### src/rtl/fipi_regs.svh
// Instruction field codes, status field positions and queue sizing
`ifndef FIPI_REGS_SVH
`define FIPI_REGS_SVH
`define FIPI_OP_MEM 2'h3
`define FIPI_OP_ALU 2'h2
`define FIPI_OP3_LD 6'h20
`define FIPI_OP3_LOAD_STATUS_OP 6'h21
`define FIPI_OP3_LDD 6'h23
`define FIPI_OP3_ST 6'h24
`define FIPI_OP3_STORE_STATUS_OP 6'h25
`define FIPI_OP3_STQ 6'h26
`define FIPI_OP3_STD 6'h27
`define FIPI_OP3_FPOP1 6'h34
`define FIPI_OP3_FPOP2 6'h35
`define FIPI_OPF_CMP_HI 5'h05
`define FIPI_OPF_CMP_QUAD 2'h3
`define FIPI_FCC_LSB 10
`define FIPI_QDEPTH 4
`endif

### src/rtl/fipi_pkg.sv
// Types shared by the issue pipeline interface
`default_nettype none
package fipi_pkg;
  typedef struct packed {
    logic [31:0] addr;
    logic [31:0] instr;
  } fipi_entry_type;
  typedef struct packed {
    logic fetch;
    logic stall_a_n;
    logic stall_b_n;
    logic stall_bus_n;
    logic stall_cp_n;
    logic ccv;
    logic strobe_n;
    logic abort;
    logic slot1;
    logic slot2;
    logic [31:0] addr;
    logic [31:0] data;
  } fipi_pins_type;
  typedef enum logic [3:0] {
    CL_NONE, CL_LD, CL_LDD, CL_LOAD_STATUS_OP, CL_ST, CL_STD, CL_STORE_STATUS_OP, CL_STQ, CL_FP_OPERATE_OP, CL_CMP
  } fipi_class_type;
  typedef enum logic [2:0] {
    ST_IDLE, ST_EXEC, ST_WR, ST_WH1, ST_WH2, ST_CMPW, ST_CMPV
  } fipi_state_type;
endpackage : fipi_pkg
`default_nettype wire

### src/rtl/fipi_core.sv
// Issue pipeline interface of the floating-point coprocessor
// Notes on behaviour
// - Latch address one cycle before its word
// - Fetch flag qualifies word and previous address
// - Cache miss: replace captured word later
// - Reload in hold only after fetch
// - Launch strobe starts selected buffer entry
// - Ignore launches under abort, stall, invalid
// - Compare drops condition-valid in write
// - Codes valid one cycle before valid
// - Unimplemented compare freezes and traps
// - Operation queued after first write cycle
// - Completed operation leaves queue head
// - Aborted load leaves registers untouched
// - Aborted store releases data bus quickly
// - Aborted operation changes nothing, queue continues
// - Aborted compare restores valid next cycle
// - Any stall or invalid freezes pipelines
// - Stalls freeze memory ops, not queue
// - Load data capture and write timing
// - Store data drive and release timing
// - Full queue stalls entering execute
`default_nettype none
`include "fipi_regs.svh"
module fipi_core #(
  parameter int QDEPTH = `FIPI_QDEPTH,
  parameter int CW = $clog2(QDEPTH + 1)
) (
  input wire logic clock, // 40 MHz system clock
  input wire logic sys_rst, // Synchronous reset, high
  input wire logic [31:0] addr_bus, // Shared address bus
  input wire logic [31:0] data_in, // Shared data bus, input side
  output logic [31:0] data_out, // Shared data bus, output side
  output logic data_oe, // High while driving data bus
  input wire logic instr_fetch_flag, // Fetch marker from integer unit
  input wire logic mem_stall_a_n, // Memory stall A, low active
  input wire logic mem_stall_b_n, // Memory stall B, low active
  input wire logic bus_stall_n, // Bus stall, low active
  input wire logic cp_stall_n, // Coprocessor stall, low active
  input wire logic cp_cond_valid, // Coprocessor codes valid
  input wire logic mem_data_strobe_n, // Memory data strobe, low active
  input wire logic pipeline_abort, // Abort from integer unit
  input wire logic launch_slot_one, // Launch newer buffer entry
  input wire logic launch_slot_two, // Launch older buffer entry
  input wire logic [63:0] store_src, // Register file read data
  input wire logic exec_done, // Queue head finished and written
  input wire logic cmp_done, // Compare result ready
  input wire logic [1:0] cmp_codes, // Compare result codes
  output logic fpu_stall_n, // Pipeline stall, low active
  output logic fp_cond_valid, // Condition codes valid
  output logic [1:0] fp_cond_codes, // Condition codes
  output logic unimpl_trap, // Unimplemented operation trap
  output fipi_pkg::fipi_entry_type issue_entry, // Entry sent to execution
  output logic issue_valid, // Pulse with issue_entry
  output logic [CW-1:0] queue_count, // Entries in execution queue
  output logic freg_we, // Register file write pulse
  output logic freg_double, // Write covers register pair
  output logic [4:0] freg_addr, // Register file address
  output logic [63:0] freg_wdata, // Upper word high, lower low
  output logic [31:0] fp_status // Status register
);
  import fipi_pkg::*;
  localparam int PW = (QDEPTH > 1) ? $clog2(QDEPTH) : 1;
  // Two-stage synchronisers on every pin; the first stage feeds only the second
  fipi_pins_type pin_s1_reg, pin_s2_reg, p, pins;
  assign pins = '{fetch: instr_fetch_flag, stall_a_n: mem_stall_a_n, stall_b_n: mem_stall_b_n,
    stall_bus_n: bus_stall_n, stall_cp_n: cp_stall_n, ccv: cp_cond_valid, strobe_n: mem_data_strobe_n,
    abort: pipeline_abort, slot1: launch_slot_one, slot2: launch_slot_two, addr: addr_bus, data: data_in};
  always_ff @(posedge clock) begin
    pin_s1_reg <= pins;
    pin_s2_reg <= pin_s1_reg;
  end
  assign p = pin_s2_reg;
  // Freeze conditions
  wire ext_hold = ~p.stall_a_n | ~p.stall_b_n | ~p.stall_bus_n | ~p.stall_cp_n | ~p.ccv;
  wire hold = ext_hold | ~fpu_stall_n | ~fp_cond_valid;
  wire launch = (p.slot1 | p.slot2) & ~p.abort & ~hold;
  // Two-entry fetch buffer; slot1 newest
  logic [31:0] addr_prev_reg;
  logic fetch_last_reg;
  fipi_entry_type slot1_reg, slot2_reg, sel;
  always_ff @(posedge clock) begin
    if (sys_rst) begin
      addr_prev_reg <= 32'h0;
      fetch_last_reg <= 1'b0;
      slot1_reg <= '0;
      slot2_reg <= '0;
    end else if (!hold) begin
      addr_prev_reg <= p.addr;
      fetch_last_reg <= p.fetch;
      if (p.fetch) begin
        slot2_reg <= slot1_reg;
        slot1_reg <= '{addr: addr_prev_reg, instr: p.data};
      end
    end else if (!p.strobe_n && fetch_last_reg) begin
      slot1_reg.instr <= p.data;
    end
  end
  // Older entry on the second strobe, newer on the first
  assign sel = p.slot2 ? slot2_reg : slot1_reg;
  // Decode of the selected instruction
  wire [1:0] sel_op = sel.instr[31:30];
  wire [5:0] sel_op3 = sel.instr[24:19];
  wire sel_mem = sel_op == `FIPI_OP_MEM;
  wire sel_alu = sel_op == `FIPI_OP_ALU;
  wire sel_cmp = sel_alu && sel_op3 == `FIPI_OP3_FPOP2 && sel.instr[13:9] == `FIPI_OPF_CMP_HI;
  fipi_class_type sel_cls;
  assign sel_cls = sel_cmp ? CL_CMP :
    (sel_alu && (sel_op3 == `FIPI_OP3_FPOP1 || sel_op3 == `FIPI_OP3_FPOP2)) ? CL_FP_OPERATE_OP :
    (sel_mem && sel_op3 == `FIPI_OP3_LD) ? CL_LD :
    (sel_mem && sel_op3 == `FIPI_OP3_LDD) ? CL_LDD :
    (sel_mem && sel_op3 == `FIPI_OP3_LOAD_STATUS_OP) ? CL_LOAD_STATUS_OP :
    (sel_mem && sel_op3 == `FIPI_OP3_ST) ? CL_ST :
    (sel_mem && sel_op3 == `FIPI_OP3_STD) ? CL_STD :
    (sel_mem && sel_op3 == `FIPI_OP3_STORE_STATUS_OP) ? CL_STORE_STATUS_OP :
    (sel_mem && sel_op3 == `FIPI_OP3_STQ) ? CL_STQ : CL_NONE;
  // Execution queue; entries retire in order from the head
  fipi_entry_type q_mem [QDEPTH];
  fipi_entry_type cur_reg;
  logic [PW-1:0] wr_ptr_reg, rd_ptr_reg;
  logic push;
  wire q_full = queue_count == CW'(QDEPTH);
  wire pop = exec_done && queue_count != '0;
  fipi_entry_type q_head;
  assign q_head = q_mem[rd_ptr_reg];
  always_ff @(posedge clock) begin
    if (push) begin
      q_mem[wr_ptr_reg] <= cur_reg;
    end
  end
  // Queue pointers run regardless of freezes
  always_ff @(posedge clock) begin
    if (sys_rst) begin
      wr_ptr_reg <= '0;
      rd_ptr_reg <= '0;
      queue_count <= '0;
    end else begin
      wr_ptr_reg <= push ? PW'((wr_ptr_reg + 1'b1) % QDEPTH) : wr_ptr_reg;
      rd_ptr_reg <= pop ? PW'((rd_ptr_reg + 1'b1) % QDEPTH) : rd_ptr_reg;
      queue_count <= CW'(queue_count + CW'(push) - CW'(pop));
    end
  end
  // Instruction stage tracking
  fipi_state_type st_reg, st_next;
  fipi_class_type cls_reg;
  logic stall_next, fcv_next, oe_next, we_next, trap_next, issue_next, dbl_next;
  logic [31:0] dout_next, hi_reg, hi_next, fsr_next;
  logic [63:0] wdata_next;
  logic [1:0] codes_next;
  wire is_store = cls_reg inside {CL_ST, CL_STD, CL_STORE_STATUS_OP, CL_STQ};
  wire cmp_unimpl = cur_reg.instr[6:5] == `FIPI_OPF_CMP_QUAD;
  wire exec_go = !ext_hold && fp_cond_valid && fpu_stall_n && !(cls_reg == CL_FP_OPERATE_OP && q_full);
  always_comb begin
    st_next = st_reg;
    stall_next = 1'b1;
    fcv_next = fp_cond_valid;
    oe_next = data_oe;
    dout_next = data_out;
    push = 1'b0;
    issue_next = 1'b0;
    we_next = 1'b0;
    dbl_next = freg_double;
    wdata_next = freg_wdata;
    fsr_next = fp_status;
    trap_next = unimpl_trap;
    codes_next = fp_cond_codes;
    hi_next = hi_reg;
    case (st_reg)
      ST_IDLE: begin
        if (launch) begin
          st_next = ST_EXEC;
        end
      end
      ST_EXEC: begin
        if (p.abort) begin
          st_next = ST_IDLE;
        end else if (cls_reg == CL_FP_OPERATE_OP && q_full) begin
          stall_next = 1'b0;
        end else if (exec_go) begin
          st_next = (cls_reg == CL_CMP) ? ST_CMPW : ST_WR;
          if (cls_reg == CL_CMP) begin
            fcv_next = 1'b0;
            issue_next = 1'b1;
          end
          if (is_store) begin
            oe_next = 1'b1;
            dout_next = (cls_reg == CL_STORE_STATUS_OP) ? fp_status :
              (cls_reg == CL_STQ) ? q_head.addr : store_src[63:32];
          end
        end
      end
      ST_WR: begin
        if (p.abort) begin
          st_next = ST_IDLE;
          oe_next = 1'b0;
        end else if (cls_reg == CL_FP_OPERATE_OP) begin
          push = 1'b1;
          issue_next = 1'b1;
          st_next = ST_IDLE;
        end else if (!hold) begin
          hi_next = p.data;
          st_next = (cls_reg == CL_NONE) ? ST_IDLE : ST_WH1;
          if (cls_reg == CL_ST || cls_reg == CL_STORE_STATUS_OP) begin
            oe_next = 1'b0;
          end else if (cls_reg == CL_STQ) begin
            dout_next = q_head.instr;
          end else if (cls_reg == CL_STD) begin
            dout_next = store_src[31:0];
          end
        end
      end
      ST_WH1: begin
        if (p.abort) begin
          st_next = ST_IDLE;
          oe_next = 1'b0;
        end else if (!hold) begin
          st_next = (cls_reg == CL_LDD || cls_reg == CL_STD || cls_reg == CL_STQ) ? ST_WH2 : ST_IDLE;
          oe_next = 1'b0;
          if (cls_reg == CL_LD) begin
            we_next = 1'b1;
            dbl_next = 1'b0;
            wdata_next = {32'h0, hi_reg};
          end else if (cls_reg == CL_LOAD_STATUS_OP) begin
            fsr_next = hi_reg;
          end else if (cls_reg == CL_LDD) begin
            wdata_next = {hi_reg, p.data};
          end
        end
      end
      ST_WH2: begin
        if (p.abort) begin
          st_next = ST_IDLE;
        end else if (!hold) begin
          st_next = ST_IDLE;
          if (cls_reg == CL_LDD) begin
            we_next = 1'b1;
            dbl_next = 1'b1;
          end
        end
      end
      ST_CMPW: begin
        if (p.abort) begin
          st_next = ST_IDLE;
          fcv_next = 1'b1;
          trap_next = 1'b0;
        end else if (cmp_unimpl) begin
          trap_next = 1'b1;
        end else if (cmp_done) begin
          codes_next = cmp_codes;
          fsr_next[`FIPI_FCC_LSB+:2] = cmp_codes;
          st_next = ST_CMPV;
        end
      end
      ST_CMPV: begin
        fcv_next = 1'b1;
        st_next = ST_IDLE;
      end
      default: st_next = ST_IDLE;
    endcase
  end
  // Stage and output registers
  always_ff @(posedge clock) begin
    if (sys_rst) begin
      st_reg <= ST_IDLE;
      cls_reg <= CL_NONE;
      cur_reg <= '0;
      fpu_stall_n <= 1'b1;
      fp_cond_valid <= 1'b1;
      fp_cond_codes <= 2'h0;
      unimpl_trap <= 1'b0;
      data_oe <= 1'b0;
      data_out <= 32'h0;
      hi_reg <= 32'h0;
      freg_we <= 1'b0;
      freg_double <= 1'b0;
      freg_addr <= 5'h0;
      freg_wdata <= 64'h0;
      fp_status <= 32'h0;
      issue_entry <= '0;
      issue_valid <= 1'b0;
    end else begin
      st_reg <= st_next;
      if (st_reg == ST_IDLE && launch) begin
        cur_reg <= sel;
        cls_reg <= sel_cls;
        freg_addr <= sel.instr[29:25];
      end
      fpu_stall_n <= stall_next;
      fp_cond_valid <= fcv_next;
      fp_cond_codes <= codes_next;
      unimpl_trap <= trap_next;
      data_oe <= oe_next;
      data_out <= dout_next;
      hi_reg <= hi_next;
      freg_we <= we_next;
      freg_double <= dbl_next;
      freg_wdata <= wdata_next;
      fp_status <= fsr_next;
      issue_entry <= issue_next ? cur_reg : issue_entry;
      issue_valid <= issue_next;
    end
  end
endmodule : fipi_core
`default_nettype wire

### config.mk
export PLATFORM = sky130hd
export DESIGN_NAME = fipi_core
export DESIGN_NICKNAME = d
export VERILOG_FILES = /design/src/rtl/fipi_pkg.sv /design/src/rtl/fipi_core.sv
export VERILOG_INCLUDE_DIRS = /design/src /design/src/rtl
export SDC_FILE = /design/constraint.sdc
export NUM_CORES = 1
export LEC_CHECK = 0
export BUFFER_PORTS_ARGS = -buffer_cell sky130_fd_sc_hd__buf_2
export CORE_MARGIN = 2
export CORE_UTILIZATION = 25
export CTS_CLUSTER_DIAMETER = 150
export DETAILED_ROUTE_END_ITERATION = 8
export GPL_TIMING_DRIVEN = 0
export PLACE_DENSITY = 0.49
export SLEW_MARGIN = 20
export SYNTH_ARGS = -nofsm -noshare
export SYNTH_HDL_FRONTEND = slang
export SYNTH_SLANG_ARGS = --single-unit
### constraint.sdc
create_clock -name clock -period 3.18 [get_ports clock]
set_clock_uncertainty 0.15 [all_clocks]
set_input_delay 0.636 -clock clock [delete_from_list [all_inputs] [get_ports clock]]
set_output_delay 0.636 -clock clock [all_outputs]
set_load 0.005 [all_outputs]
==> key figures <==
Detailed routing
  • DR WL/cell: 21.6 um
  • DR iter-0 viols: 1680
  • Final WL: 111000 um
  • Vias per inst: 4.51
  • Final ANT Viol Nets: 0
  • TritonRoute pass-1 iters: 5
  • Via count: about 23000
  • DRC errors left: 0

Cells and area
  • Layout cell share with drive strength beyond 1: 0.191
  • Nets: 3559
  • Max reg flops: 256
  • Most common cell after layout, fill and taps aside: nand2_1
  • Final Util: 0.317
  • Area Overhead vs Synth: 25.5%
  • Most frequent cells in the layout: 713 x nand2_1, 622 x dfxtp_1, 393 x a21oi_1
  • Final Non-Filler Cells: 5132

Logic synthesis
  • Mapped Area: 31300 um2
  • Area leader, netlist: dfxtp_1
  • Syn Inst Count: about 2900
  • Synthesis-stage register bit count: 878
  • Sequential share of the synthesized area: 0.643
  • Post-synth top flop: dfxtp_1
  • Syn Area/Cell: 10.9 um2
  • Post-synth cell types: 67
  • Post-synth net total: between 3000 and 4000
  • Synth area leaders: dfxtp_1 40%, edfxtp_1 25%, nand2_1 8.5%
  • Asr flop ratio synth: 0
  • Post-synth EDFFs: 256
  • Yosys warning count: 0
  • Top cell type's share of synthesized area: 0.398

CTS
  • H-tree levels: 3
  • Clk sink count: ~900
  • Num CTS Buffers: 94
  • CTS tree: yes
  • Skew-Pair Late Insertion Delay: ~0.67 ns
  • Longest Clk Path Bufs: 3
  • Root buffer cell: clkbuf_16
  • Clock slew seen by the registers of the worst setup and hold paths: 0.06 ns

Worst setup path
  • Worst EP required: ~3.6 ns
  • FF-to-FF setup slack: approximately 0.14 ns
  • Max incr delay on CP: between 0.6 and 0.7 ns
  • Family with the most delay on the worst path: simple AND/OR/NAND/NOR gates
  • CP Buf/Inv Count: 2
  • Slowest stage cell, crit path: or3b_2
  • Cell Chain, Critical Path: or3b_2, nor3_4, inv_1, ha_1, inv_1, ha_1, fa_1, xnor2_1, xnor2_1, nor2_1
  • Setup crit end kind: flip-flop
  • CP startpoint kind: flip-flop
  • CP Class: reg2reg
  • Crit path DAT: 3.41 ns
  • CP max FO: 9

STA
  • Final setup fails: 0
  • Fmax: 0.329 GHz
  • RSZ-0062 raised after global routing: no
  • Fin crit period: 3.04 ns
  • Tightest Pin Transition: 1.16 ns
  • Final hold violations: 0
  • Final Max Tran Viols: 0
  • Rel. slew slack: 0.229
  • Fin Hold WS: 0.119 ns
  • Period utilization: 0.956

Power and ir drop
  • Total power: 25400 uW
  • Pleak: 0.0144 uW
  • PwrDens: 647 nW/um2
  • Worst IR Drop VDD: ~0.40 mV

Global routing
  • Antenna violations before repair: 6
  • Vias in the first global route: 22636
  • Total congestion overflow: 0
  • First-pass GRT wire length: ~160000 um
  • GRT Util Overall: 0.169
  • Largest net degree at the start of global routing: 43

Floorplan
  • Core box area: about 120000 um2
  • Die height: ~360 um
  • Initial Util: 0.253
  • Die ar.: 128000 um2
  • IO Pins: about 350
  • Rows: 129
  • Die W: 358 um

Run status
  • Outcome: completed

Worst hold path
  • Hold crit path type: in2reg

Placed design
  • Input/output buffers: ~350
  • Post-DP HPWL: between 80000 and 90000 um
  • Gpl congestion: 0.871
  • DP Cell Count: 4873

Flow run
  • Max-Cap Viols: 0
-- Yosys cell counts, types with 3 or more instances --
master	n
nor3b_1	4
nor2_1	154
buf_1	12
nor4bb_1	5
mux2i_1	100
nand3_1	68
nand2b_1	3
o21ai_0	7
nand3b_1	5
buf_2	23
nor2b_1	4
a21oi_1	393
xnor2_1	4
a31oi_1	4
nor3_1	8
buf_6	6
or3_1	4
nor4_1	3
buf_4	6
nand4b_1	7
ha_1	6
dfxtp_1	622
nand2_1	713
edfxtp_1	256
a31o_2	31
clkbuf_1	168
mux2_2	3
and3_1	36
a21o_1	3
inv_1	10
and2_1	7
a211oi_1	101
mux4_2	64
-- final cells by class --
type | count | area, um2
repair buffers | 433 | 2650
clock buffers | 123 | 2620
clock inverters | 52 | 611
diodes | 8 | 20.0
flip-flops and latches | 878 | 20100
fillers | 12964 | 84700
plain buffers | 213 | 902
inverters | 10 | 37.5
multi-input cells | 1778 | 10300
well taps | 1637 | 2050
-- power by group --
group | internal, uW | total (uW) | switching, uW | leakage (uW)
combinational | 953 | 2250 | 1300 | 0.00539
clock | 6670 | 11400 | 4690 | 0.00156
sequential | 11600 | 11800 | 152 | 0.00744
-- worst register-to-register path, cell delays in order, from the launching register on --
cell and delay [ns]:
dfxtp_1 0.50, or3b_2 0.64, nor3_4 0.25, inv_1 0.06, ha_1 0.27, inv_1 0.04, ha_1 0.19, fa_1 0.41
xnor2_1 0.19, xnor2_1 0.14, nor2_1 0.06
-- path summary, 6_finish.rpt --
check,to,start,depth (start not counted)
worst min register to register,p[52]$_DFF_P_,pin_s1_reg[52]$_DFF_P_,0
worst max-delay path,queue_count[2]$_SDFF_PP0_,st_reg[1]$_SDFFE_PP0P_,10
worst min-delay path,fp_cond_codes[0]$_SDFFE_PP0P_,cmp_codes[0],3
worst max register to register,queue_count[2]$_SDFF_PP0_,st_reg[1]$_SDFFE_PP0P_,10
-- routing by layer --
layer | GRT usage | part of all wire | vias to the layer above
li1 | - | - | 11148
met1 | 0.232 | 0.45 | 11208
met2 | 0.267 | 0.45 | 658
met3 | 0.0394 | 0.072 | 129
met4 | 0.0464 | 0.024 | 2
met5 | 0 | 0.00011 | -
-- stage by stage --
step / cell area, um2 / setup TNS (ns) / setup WS (ns)
floorplan: 31300 / 0 / 0.313
global placement: 35100 / -184.87 / -0.657
detailed placement: 35200 / -5.28 / -0.217
CTS: 39300 / 0 / 0.00383
global route: 39300 / 0 / 0.00581
finish: 39300 / 0 / 0.141
-- cells by family (layout without fill, tap and decap cells) --
kind of cell | count (synthesis) | in the layout | synth area share
AOI/OAI and AO/OA | 560 | 560 | 0.104
xor gates and xnor gates | 6 | 6 | 0.00168
adders and majority gates | 7 | 7 | 0.00304
buffers and inverters | 225 | 831 | 0.0300
DFF | 878 | 878 | 0.643
muxes | 167 | 167 | 0.0791
other | 0 | 8 | 0
and+or+nand+nor | 1038 | 1038 | 0.139
-- timing repair --
item | CTS | global route
pin swaps | 2 | 0
endpoints found under the hold margin | 74 | 0
setup endpoints to repair | 63 | 55
cloned | 0 | 0
resized for setup | 3 | 7
hold buffers | 74 | 0
buffers inserted | 4 | 0
Power figures use the tool's default switching activity.
